--- src/tpmpc_pkg.sv ---
// Package of constants and types for the timer channel pin control block.
// Function
// After reset no channel function is enabled; every pin stays with general I/O.
// Between one and eight channels, each owning one bidirectional pin.
// Count source: none, bus rate, fixed crystal clock, or external input.
// External clock synchronised on bus clock; source at most quarter bus rate.
// Software avoids channel pin use while that pin is the external clock.
// With external clock selected, edge/level zero channel still works as software timer.
// Pin released to general I/O when edge/level zero or count source zero.
// Center PWM select one with nonzero edge/level drives center-aligned PWM on pin.
// Without center PWM: mode 00 capture, 01 compare, high bit one edge PWM.
// Capture makes pin an edge input; edge/level picks which edges capture.
// Capture input synchronised to bus clock; pulses should span four bus clocks.
// Compare drives pin; nonzero edge/level toggles, clears or sets on 16-bit match.
// Toggle compare keeps previous pin level until next match, then inverts.
// Edge PWM with edge/level 10: high at count zero, low on match.
// Edge PWM with low edge/level bit set: low at count zero, high on match.
// Center PWM with edge/level 10: clear on match up, set on match down.
// Center PWM with low bit set: set on match up, clear on match down.
// Count source codes: 00 off, 01 bus, 10 fixed clock, 11 external.
// Center mode counts up to period limit, then down to zero, repeating; with limit 0 or FFFF it only counts up and wraps.
// Edge PWM period is period limit plus one counts; match value sets duty.
package tpmpc_pkg;
  localparam int          TPMPC_CHANNELS = 8;
  localparam logic [15:0] TPMPC_COUNT_RESET = 16'h0000;
  localparam logic [15:0] TPMPC_COUNT_MAX   = 16'hFFFF;
  localparam logic [1:0]  TPMPC_EL_OFF    = 2'h0;
  localparam logic [1:0]  TPMPC_EL_TOGGLE = 2'h1;
  localparam logic [1:0]  TPMPC_EL_CLEAR  = 2'h2;
  localparam logic [1:0]  TPMPC_EL_SET    = 2'h3;
  localparam logic [1:0]  TPMPC_MODE_CAPTURE = 2'h0;
  localparam logic [1:0]  TPMPC_MODE_COMPARE = 2'h1;

  typedef enum logic [1:0]
  {
    TPMPC_SRC_NONE     = 2'b00,
    TPMPC_SRC_BUS      = 2'b01,
    TPMPC_SRC_FIXED    = 2'b10,
    TPMPC_SRC_EXTERNAL = 2'b11
  } tpmpc_src_t;

  typedef enum logic [2:0]
  {
    TPMPC_FN_IDLE    = 3'b000,
    TPMPC_FN_CAPTURE = 3'b001,
    TPMPC_FN_COMPARE = 3'b010,
    TPMPC_FN_EPWM    = 3'b011,
    TPMPC_FN_CPWM    = 3'b100
  } tpmpc_fn_t;
endpackage : tpmpc_pkg

--- src/tpmpc_top.sv ---
// Top level: reset release, count source, shared counter and eight channels.
`timescale 1ns/1ps
module tpmpc_top
  import tpmpc_pkg::*;
(
  input  wire logic                        sys_clk,
  input  wire logic                        reset_n,
  input  wire logic                        clk_en,
  input  wire tpmpc_pkg::tpmpc_src_t       count_source_select,
  input  wire logic                        fixed_clock_tick,
  input  wire logic                        external_count_clock_in,
  input  wire logic                        center_pwm_select,
  input  wire logic [15:0]                 period_limit_value,
  input  wire logic                        count_reset,
  input  wire logic [15:0]                 channel_match_value [TPMPC_CHANNELS],
  input  wire logic [1:0]                  channel_mode_select [TPMPC_CHANNELS],
  input  wire logic [1:0]                  edge_level_select   [TPMPC_CHANNELS],
  input  wire logic [TPMPC_CHANNELS-1:0]   timer_channel_pin_in,
  input  wire logic [TPMPC_CHANNELS-1:0]   gpio_out,
  input  wire logic [TPMPC_CHANNELS-1:0]   gpio_oe,
  output logic [TPMPC_CHANNELS-1:0]        timer_channel_pin_out,
  output logic [TPMPC_CHANNELS-1:0]        timer_channel_pin_oe,
  output logic [TPMPC_CHANNELS-1:0]        capture_pulse,
  output logic [TPMPC_CHANNELS-1:0]        compare_pulse,
  output logic [15:0]                      captured_value [TPMPC_CHANNELS],
  output logic [15:0]                      timer_count_value,
  output logic                             count_down,
  output logic                             overflow_pulse
);
  logic        rst_meta_reg, rst_sync_reg;
  logic        ext1_reg, ext2_reg, ext3_reg;
  logic        ext1_next, ext2_next, ext3_next;
  logic        tick_reg, tick_next;
  logic [15:0] cnt_reg, cnt_next;
  logic        down_reg, down_next;
  logic        ovf_reg, ovf_next;
  logic        free_run;

  // Reset asserts at once and releases through two flops.
  always_ff @(posedge sys_clk or negedge reset_n)
  begin
    if (!reset_n)
    begin
      rst_meta_reg <= 1'b0;
      rst_sync_reg <= 1'b0;
    end
    else
    begin
      rst_meta_reg <= 1'b1;
      rst_sync_reg <= rst_meta_reg;
    end
  end

  assign free_run = (period_limit_value == TPMPC_COUNT_RESET) ||
                    (period_limit_value == TPMPC_COUNT_MAX);

  always_comb
  begin
    ext1_next = external_count_clock_in;
    ext2_next = ext1_reg;
    ext3_next = ext2_reg;
    case (count_source_select)
      TPMPC_SRC_BUS:      tick_next = 1'b1;
      TPMPC_SRC_FIXED:    tick_next = fixed_clock_tick;
      TPMPC_SRC_EXTERNAL: tick_next = ext2_reg && !ext3_reg;
      default:            tick_next = 1'b0;
    endcase
    cnt_next  = cnt_reg;
    down_next = down_reg;
    ovf_next  = 1'b0;
    if (count_reset)
    begin
      cnt_next  = TPMPC_COUNT_RESET;
      down_next = 1'b0;
    end
    else if (tick_reg)
    begin
      if (center_pwm_select && !free_run)
      begin
        if (!down_reg && cnt_reg >= period_limit_value)
        begin
          down_next = 1'b1;
          cnt_next  = cnt_reg - 16'h0001;
        end
        else if (down_reg && cnt_reg == TPMPC_COUNT_RESET)
        begin
          down_next = 1'b0;
          ovf_next  = 1'b1;
          cnt_next  = cnt_reg + 16'h0001;
        end
        else
          cnt_next = down_reg ? cnt_reg - 16'h0001 : cnt_reg + 16'h0001;
      end
      else if (!free_run && cnt_reg >= period_limit_value)
      begin
        cnt_next  = TPMPC_COUNT_RESET;
        down_next = 1'b0;
        ovf_next  = 1'b1;
      end
      else
      begin
        cnt_next  = cnt_reg + 16'h0001;
        down_next = 1'b0;
        ovf_next  = (cnt_reg == TPMPC_COUNT_MAX);
      end
    end
  end

  always_ff @(posedge sys_clk or negedge rst_sync_reg)
  begin
    if (!rst_sync_reg)
    begin
      ext1_reg <= 1'b0;
      ext2_reg <= 1'b0;
      ext3_reg <= 1'b0;
      tick_reg <= 1'b0;
      cnt_reg  <= TPMPC_COUNT_RESET;
      down_reg <= 1'b0;
      ovf_reg  <= 1'b0;
    end
    else if (clk_en)
    begin
      ext1_reg <= ext1_next;
      ext2_reg <= ext2_next;
      ext3_reg <= ext3_next;
      tick_reg <= tick_next;
      cnt_reg  <= cnt_next;
      down_reg <= down_next;
      ovf_reg  <= ovf_next;
    end
  end

  assign timer_count_value = cnt_reg;
  assign count_down        = down_reg;
  assign overflow_pulse    = ovf_reg;

  // Channels beyond those a product needs may be left at edge/level zero.
  for (genvar i = 0; i < TPMPC_CHANNELS; i++)
  begin : g_ch
    tpmpc_channel u_ch
    (
      .clk                 (sys_clk),
      .rst_n               (rst_sync_reg),
      .clk_en              (clk_en),
      .count_tick          (tick_reg),
      .count_source_select (count_source_select),
      .center_pwm_select   (center_pwm_select),
      .count_down          (down_reg),
      .timer_count_value   (cnt_reg),
      .channel_mode_select (channel_mode_select[i]),
      .edge_level_select   (edge_level_select[i]),
      .channel_match_value (channel_match_value[i]),
      .pin_in              (timer_channel_pin_in[i]),
      .gpio_out            (gpio_out[i]),
      .gpio_oe             (gpio_oe[i]),
      .pin_out             (timer_channel_pin_out[i]),
      .pin_oe              (timer_channel_pin_oe[i]),
      .capture_pulse       (capture_pulse[i]),
      .compare_pulse       (compare_pulse[i]),
      .captured_value      (captured_value[i])
    );
  end
endmodule : tpmpc_top

--- src/tpmpc_channel.sv ---
// One timer channel: function decode, pin drive, capture edge detect.
`timescale 1ns/1ps
module tpmpc_channel
  import tpmpc_pkg::*;
(
  input  wire logic                    clk,
  input  wire logic                    rst_n,
  input  wire logic                    clk_en,
  input  wire logic                    count_tick,
  input  wire tpmpc_pkg::tpmpc_src_t   count_source_select,
  input  wire logic                    center_pwm_select,
  input  wire logic                    count_down,
  input  wire logic [15:0]             timer_count_value,
  input  wire logic [1:0]              channel_mode_select,
  input  wire logic [1:0]              edge_level_select,
  input  wire logic [15:0]             channel_match_value,
  input  wire logic                    pin_in,
  input  wire logic                    gpio_out,
  input  wire logic                    gpio_oe,
  output logic                         pin_out,
  output logic                         pin_oe,
  output logic                         capture_pulse,
  output logic                         compare_pulse,
  output logic [15:0]                  captured_value
);
  tpmpc_fn_t   fn;
  logic        sync1_reg, sync2_reg, sync3_reg;
  logic        sync1_next, sync2_next, sync3_next;
  logic        out_reg, out_next;
  logic        oe_reg, oe_next;
  logic        cap_reg, cap_next;
  logic        cmp_reg, cmp_next;
  logic [15:0] capv_reg, capv_next;
  logic        match, rise, fall, hit;

  always_comb
  begin
    fn = TPMPC_FN_IDLE;
    if (edge_level_select != TPMPC_EL_OFF && count_source_select != TPMPC_SRC_NONE)
    begin
      if (center_pwm_select)
        fn = TPMPC_FN_CPWM;
      else if (channel_mode_select[1])
        fn = TPMPC_FN_EPWM;
      else if (channel_mode_select == TPMPC_MODE_COMPARE)
        fn = TPMPC_FN_COMPARE;
      else
        fn = TPMPC_FN_CAPTURE;
    end
  end

  assign match = count_tick && (timer_count_value == channel_match_value);
  assign rise  = sync2_reg && !sync3_reg;
  assign fall  = !sync2_reg && sync3_reg;

  always_comb
  begin
    sync1_next = pin_in;
    sync2_next = sync1_reg;
    sync3_next = sync2_reg;
    out_next   = out_reg;
    oe_next    = 1'b0;
    cap_next   = 1'b0;
    cmp_next   = 1'b0;
    capv_next  = capv_reg;
    hit        = 1'b0;
    case (edge_level_select)
      TPMPC_EL_TOGGLE: hit = rise;
      TPMPC_EL_CLEAR:  hit = fall;
      TPMPC_EL_SET:    hit = rise || fall;
      default:         hit = 1'b0;
    endcase
    case (fn)
      TPMPC_FN_CAPTURE:
      begin
        out_next = gpio_out;
        if (hit)
        begin
          cap_next  = 1'b1;
          capv_next = timer_count_value;
        end
      end
      TPMPC_FN_COMPARE:
      begin
        oe_next  = 1'b1;
        cmp_next = match;
        if (match)
        begin
          case (edge_level_select)
            TPMPC_EL_TOGGLE: out_next = !out_reg;
            TPMPC_EL_CLEAR:  out_next = 1'b0;
            default:         out_next = 1'b1;
          endcase
        end
      end
      TPMPC_FN_EPWM:
      begin
        oe_next  = 1'b1;
        cmp_next = match;
        if (match)
          out_next = edge_level_select[0];
        else if (count_tick && timer_count_value == TPMPC_COUNT_RESET)
          out_next = !edge_level_select[0];
      end
      TPMPC_FN_CPWM:
      begin
        oe_next  = 1'b1;
        cmp_next = match;
        if (match)
          out_next = count_down ? !edge_level_select[0] : edge_level_select[0];
      end
      default:
      begin
        // General I/O owns the pin; track its level so toggle starts from it.
        oe_next  = gpio_oe;
        out_next = gpio_out;
        // A compare channel with no pin action still reports its match as a software timer.
        if (!center_pwm_select && channel_mode_select == TPMPC_MODE_COMPARE)
          cmp_next = match;
      end
    endcase
  end

  always_ff @(posedge clk or negedge rst_n)
  begin
    if (!rst_n)
    begin
      sync1_reg <= 1'b0;
      sync2_reg <= 1'b0;
      sync3_reg <= 1'b0;
      out_reg   <= 1'b0;
      oe_reg    <= 1'b0;
      cap_reg   <= 1'b0;
      cmp_reg   <= 1'b0;
      capv_reg  <= 16'h0000;
    end
    else if (clk_en)
    begin
      sync1_reg <= sync1_next;
      sync2_reg <= sync2_next;
      sync3_reg <= sync3_next;
      out_reg   <= out_next;
      oe_reg    <= oe_next;
      cap_reg   <= cap_next;
      cmp_reg   <= cmp_next;
      capv_reg  <= capv_next;
    end
  end

  assign pin_out        = out_reg;
  assign pin_oe         = oe_reg;
  assign capture_pulse  = cap_reg;
  assign compare_pulse  = cmp_reg;
  assign captured_value = capv_reg;
endmodule : tpmpc_channel

--- config.mk ---
export PLATFORM = sky130hd
export DESIGN_NAME = tpmpc_top
export DESIGN_NICKNAME = d
export VERILOG_FILES = /design/src/tpmpc_pkg.sv /design/src/tpmpc_top.sv /design/src/tpmpc_channel.sv
export SDC_FILE = /design/constraint.sdc
export NUM_CORES = 1
export LEC_CHECK = 0
export ABC_AREA = 1
export BUFFER_PORTS_ARGS = -buffer_cell sky130_fd_sc_hd__buf_2
export CORE_UTILIZATION = 50
export DETAILED_ROUTE_END_ITERATION = 16
export HOLD_SLACK_MARGIN = 0.1
export PLACE_DENSITY_LB_ADDON = 0.08
export RECOVER_POWER = 100
export SYNTH_ARGS = -nofsm -noshare
export SYNTH_HDL_FRONTEND = slang
export SYNTH_SLANG_ARGS = --single-unit
--- constraint.sdc ---
create_clock -name sys_clk -period 8.25 [get_ports sys_clk]
set_input_delay 0.825 -clock sys_clk [delete_from_list [all_inputs] [get_ports sys_clk]]
set_output_delay 0.825 -clock sys_clk [all_outputs]
set_load 0.005 [all_outputs]
==> run metrics, run 1 <==
status=finished with violations; failing checks=capacitance limit, slew limit; Synth Flop Type=dfrtp_1; Compound-Gate Fraction of Synth Area=0.116; Synth Cell Area=0.0132 mm^2; CP arrival=4.60 ns; commonest non-fill, non-tap cells in the layout=nand2_1, buf_2, o21ai_0; clk buf depth=3; Final Critical Period=4.21 ns; Worst Skew=0.0117 ns; Setup crit end kind=flop; Max IR drop VDD=0.178 mV; Setup crit start kind=primary input; DR vias=13,800; worst-path fanout max=72; final worst slack=4.04 ns; RSZ-0062 raised after global routing=false; post-synthesis sequential area ratio=0.393; Sw Ratio=0.314; die width=165 um; vias in the first global route=12,800; Site Rows=59; maxcap violations=2; Final GP Congestion=0.977; PD cells=192 mW/mm^2; Slew Limit Fails=65; Avg Cell Area, Syn=7.07 um^2; share of layout cells above drive strength 1=0.151; critical path class=in2reg; Inserted Clock Buffers=23; final period utilization=0.511; Gate power share=0.217; grt total ovfl=0; NetSw=0.942 mW; # setup viols final=0; Yosys reg bits=208; hold_ws=0.372 ns; Post-synth EDFFs=0; DR pass1 iterations=5; drt initial violations=1,306; Post-Synthesis Net Count=2,116; actual slew at the worst max-slew pin=2.05 ns; post-synthesis mux area share=0; Final Util=0.603; Initial Util=0.510; XOR/XNOR Fraction of Synth Area=0.0489; CTS tree=built; H-Tree Depth=1; DP Cell Count=2,483; Syn Inst Count=1,872; CTS sink count=208; worst hold path type=reg2reg; largest net degree at the start of global routing=84; Yosys warnings=0; P&R area growth vs syn=18.3%; Flop pwr share=0.392; adder-cell share of the synthesized area=0.0331; Worst slew margin=-0.364; Required @ worst endpoint=8.63 ns; nets@finish=2,418; top achievable clock speed=0.237 GHz; commonest non-fill, non-tap cell in the layout=nand2_1; Core ar.=0.0260 mm^2; CTS resizes=0; clock power share=0.391; Cell Int Power=2.06 mW; CTS root buf=clkbuf_16; final wirelength=49,900 um; endpoints failing hold=0; static leakage=8.25 nW; post-synthesis simple-gate area fraction=0.306; hpwl dp=36,300 um; Hold-fix buffers, CTS=1; final setup TNS=0 ns; first-pass GRT wire length=73,800 um; max reg flops=128; Async SR Flop Fraction=1.00; Worst-Skew Late Latency=0.52 ns; DRC Markers=0; post-synthesis cell type count=53; pre-CTS setup slack=4.23 ns; FF-to-FF setup slack=4.49 ns; initial antenna violation count=2; Die Area=0.0271 mm^2; antenna viol nets, final=0; largest family of logic cells by synthesized area=simple AND/OR/NAND/NOR gates; Total GRT Usage=0.364; WL per Instance=19.7 um; die height=165 um; Reg clk slew, reported paths=0.07 ns; Setup Fix Bufs, Post-CTS=0; fin cells=2,528; PortBufs=386; via-per-instance ratio=5.48; io pins=387
==> Yosys cell counts, types with 2 or more instances <==
| cell | number | share of area |
|---|---|---|
| nor3_1 | 28 | 0.011 |
| xor2_1 | 42 | 0.028 |
| nand3b_1 | 7 | 0.0040 |
| inv_1 | 164 | 0.046 |
| inv_2 | 10 | 0.0028 |
| o21ai_0 | 212 | 0.080 |
| o21ai_1 | 2 | 0.00076 |
| inv_4 | 3 | 0.0014 |
| nor2_1 | 180 | 0.051 |
| clkbuf_1 | 46 | 0.013 |
| nor2_4 | 4 | 0.0034 |
| a21oi_1 | 41 | 0.015 |
| and3_1 | 2 | 0.00094 |
| a31oi_1 | 2 | 0.00094 |
| nand4_1 | 46 | 0.022 |
| nand2_1 | 586 | 0.17 |
| ha_1 | 35 | 0.033 |
| o22ai_1 | 2 | 0.00094 |
| nand3_1 | 76 | 0.029 |
| o211ai_1 | 6 | 0.0034 |
| buf_1 | 5 | 0.0014 |
| nor4_1 | 3 | 0.0014 |
| buf_6 | 4 | 0.0034 |
| a311oi_1 | 3 | 0.0020 |
| a211oi_1 | 8 | 0.0045 |
| or2_2 | 12 | 0.0057 |
| buf_2 | 26 | 0.0098 |
| nor3_2 | 4 | 0.0030 |
| o21ai_2 | 3 | 0.0020 |
| nand2_2 | 2 | 0.00094 |
| a2111oi_0 | 2 | 0.0013 |
| buf_4 | 42 | 0.024 |
| xnor2_1 | 32 | 0.021 |
| nor2_2 | 6 | 0.0028 |
| dfrtp_1 | 208 | 0.39 |
==> path summary, 6_finish.rpt <==
kind                                      startpoint                        endpoint  cells after the start
worst max register to register  timer_count_value[4]           timer_count_value[13]                     12
max in group asynchronous               rst_sync_reg  g_ch[7].u_ch.captured_value[1]                      1
worst max-delay path                          clk_en  g_ch[2].u_ch.captured_value[2]                      8
min in group asynchronous                    reset_n                    rst_sync_reg                      2
worst min register to register          rst_meta_reg                    rst_sync_reg                      0
worst min-delay path                    rst_meta_reg                    rst_sync_reg                      0
==> logic make-up (layout without fill, tap and decap cells) <==
| family | count (synthesis) | after routing |
|---|---|---|
| AND/OR/NAND/NOR | 964 | 964 |
| buffers and inverters | 302 | 621 |
| AO/OA/AOI/OAI | 288 | 288 |
| flip-flops | 208 | 208 |
| XOR/XNOR | 74 | 74 |
| adder cells (fa/ha/maj) | 35 | 35 |
| other | 1 | 3 |
==> cell type report <==
class	instances	area (um^2)
Fill cell	2595	10300
Antenna cell	2	5.00
Timing Repair Buffer	401	1840
Clock inverter	12	200
Tap cell	335	419
Clock buffer	30	672
Sequential cell	208	5200
Multi-Input combinational cell	1362	6650
Inverter	178	676
==> layer usage <==
layer	part of all wire	track usage	vias to the layer above
li1	-	-	6574
met1	0.41	0.465	6402
met2	0.46	0.593	738
met3	0.088	0.0665	133
met4	0.047	0.173	0
met5	0	0	-
==> critical path: stages <==
cell and delay (ns):
buf_2 0.07, buf_4 0.54, inv_1 0.82, nor2_1 0.41
inv_1 0.20, nor3_1 0.17, nand4_1 0.93, o21ai_0 0.58
==> stage by stage <==
step                total power, mW  area, um^2
floorplan                      1.60       13200
global placement               1.84       15000
detailed placement             1.85       15000
CTS                            3.02       15900
global route                   3.15       15700
finish                         3.00       15700
==> power groups by stage <==
| stage | registers (mW) | logic [mW] | clock network, mW |
|---|---|---|---|
| floorplan | 1.18 | 0.418 | 0 |
| finish | 1.18 | 0.651 | 1.17 |
| detailed placement | 1.19 | 0.659 | 0 |
| global placement | 1.19 | 0.646 | 0 |
| CTS | 1.17 | 0.663 | 1.18 |
| global route | 1.18 | 0.734 | 1.23 |
Power figures use the tool's default switching activity.
==> run 2, diff against run 1 <==
--- a/config.mk
+++ b/config.mk
@@ -7,7 +7,7 @@
 export LEC_CHECK = 0
 export ABC_AREA = 1
 export BUFFER_PORTS_ARGS = -buffer_cell sky130_fd_sc_hd__buf_2
-export CORE_UTILIZATION = 50
+export CORE_UTILIZATION = 48
 export DETAILED_ROUTE_END_ITERATION = 16
 export HOLD_SLACK_MARGIN = 0.1
 export PLACE_DENSITY_LB_ADDON = 0.08
==> constraint.sdc (replaced) <==
create_clock -name sys_clk -period 3.6 [get_ports sys_clk]
set_input_delay 0.36 -clock sys_clk [delete_from_list [all_inputs] [get_ports sys_clk]]
set_output_delay 0.36 -clock sys_clk [all_outputs]
set_load 0.005 [all_outputs]
==> run metrics, run 2 (synthesis gave the netlist of run 1 again) <==
worst hold path type=in2reg; Slew Limit Fails=163; worst-path fanout max=19; fin cells=2,570; vias in the first global route=13,200; antenna viol nets, final=0; hpwl dp=37,600 um; status=finished with violations; failing checks=capacitance limit, slew limit; Total GRT Usage=0.354; CTS root buf=clkbuf_16; Die Area=0.0283 mm^2; final period utilization=0.860; CP arrival=3.49 ns; Final Util=0.589; via-per-instance ratio=5.47; final setup TNS=0 ns; static leakage=8.52 nW; Setup crit start kind=flop; Worst-Skew Late Latency=0.52 ns; die height=168 um; Worst slew margin=-0.959; initial antenna violation count=10; H-Tree Depth=1; clk buf depth=3; # setup viols final=0; drt initial violations=1,330; DP Cell Count=2,508; WL per Instance=19.7 um; first-pass GRT wire length=76,100 um; Core ar.=0.0270 mm^2; Final Critical Period=3.09 ns; Setup crit end kind=flop; Gate power share=0.228; DRC Markers=0; CTS sink count=208; Reg clk slew, reported paths=0.06 ns; share of layout cells above drive strength 1=0.175; P&R area growth vs syn=20.1%; Inserted Clock Buffers=24; clock power share=0.372; maxcap violations=3; Max IR drop VDD=0.285 mV; max reg flops=128; Sw Ratio=0.319; Site Rows=60; critical path class=reg2reg; commonest non-fill, non-tap cell in the layout=nand2_1; DR vias=14,000; NetSw=2.13 mW; largest net degree at the start of global routing=72; endpoints failing hold=0; io pins=387; RSZ-0062 raised after global routing=false; die width=168 um; Worst Skew=0.0173 ns; PortBufs=386; final wirelength=50,600 um; Required @ worst endpoint=4.00 ns; actual slew at the worst max-slew pin=2.94 ns; commonest non-fill, non-tap cells in the layout=nand2_1, buf_2, o21ai_0; top achievable clock speed=0.323 GHz; Setup Fix Bufs, Post-CTS=0; PD cells=421 mW/mm^2; Final GP Congestion=0.960; DR pass1 iterations=6; Cell Int Power=4.56 mW; Final Power=6.69 mW; nets@finish=2,447; Flop pwr share=0.401; Initial Util=0.490; grt total ovfl=0; CTS tree=built
[run 2: cell types whose count changed in the layout (fill, tap and decap cells not counted), sizes merged, moves of 3 or more]
cell         change
dlygate4sd3      +9
clkinv           +5
buf             +50
clkbuf          -28
bufinv           -3
diode            +6
[run 2: what timing repair did]
item                                   4_1_cts  5_1_grt
hold buffers                                10        0
endpoints found under the hold margin       11        0
gates resized for setup                      0        0
[run 2: area by class of cell]
type / instances / area, um^2
diodes: 8 / 20.0
clock buffers: 33 / 696
clock inverters: 11 / 114
fillers: 2696 / 11100
inverters: 178 / 676
multi-input cells: 1362 / 6670
flip-flops and latches: 208 / 5200
well taps: 341 / 427
repair buffers: 429 / 2100
[run 2: critical path, stage by stage (launching register included)]
cell and delay [ns]:
dfrtp_1 0.38, clkbuf_1 0.76, inv_2 0.47, nand2_1 0.14, o21ai_0 0.10, nor2_1 0.18, nand3_1 0.09, nor2_1 0.23
nand2_1 0.16, nand3_1 0.12, nand3_1 0.07, nor2_1 0.21, nor2_1 0.05
[run 2: through the flow]
stage / setup WS [ns] / hold WS [ns] / area [um^2]
floorplan: 0.176 / 0.0644 / 13200
global placement: 0.977 / 0.149 / 15200
detailed placement: 0.904 / 0.153 / 15200
CTS: 0.884 / 0.129 / 16100
global route: 0.338 / 0.155 / 15900
finish: 0.506 / 0.141 / 15900
[run 2: power groups by stage]
stage	registers, mW	logic, mW	clock network, mW
floorplan	2.70	0.957	0
global placement	2.71	1.52	0
detailed placement	2.72	1.53	0
CTS	2.68	1.54	2.52
global route	2.71	1.70	2.61
finish	2.68	1.52	2.49
[run 2: path summary, 6_finish.rpt]
check | startpoint | endpoint | slack [ns] | cells after the start
min reg2reg | rst_meta_reg | rst_sync_reg | 0.35 | 0
min in group asynchronous | reset_n | rst_meta_reg | 0.16 | 2
max reg2reg | timer_count_value[11] | g_ch[6].u_ch.pin_out | 0.51 | 12
max | timer_count_value[11] | g_ch[6].u_ch.pin_out | 0.51 | 12
min | gpio_oe[5] | g_ch[5].u_ch.pin_oe | 0.14 | 3
max in group asynchronous | rst_sync_reg | g_ch[6].u_ch.pin_oe | 0.74 | 1
[run 2: per-layer routing]
metal,track usage,up-vias,share of wire
met2,0.583,712,0.46
met4,0.175,6,0.045
met3,0.0616,129,0.080
li1,-,6622,-
met1,0.450,6578,0.41
met5,0,-,0.00071
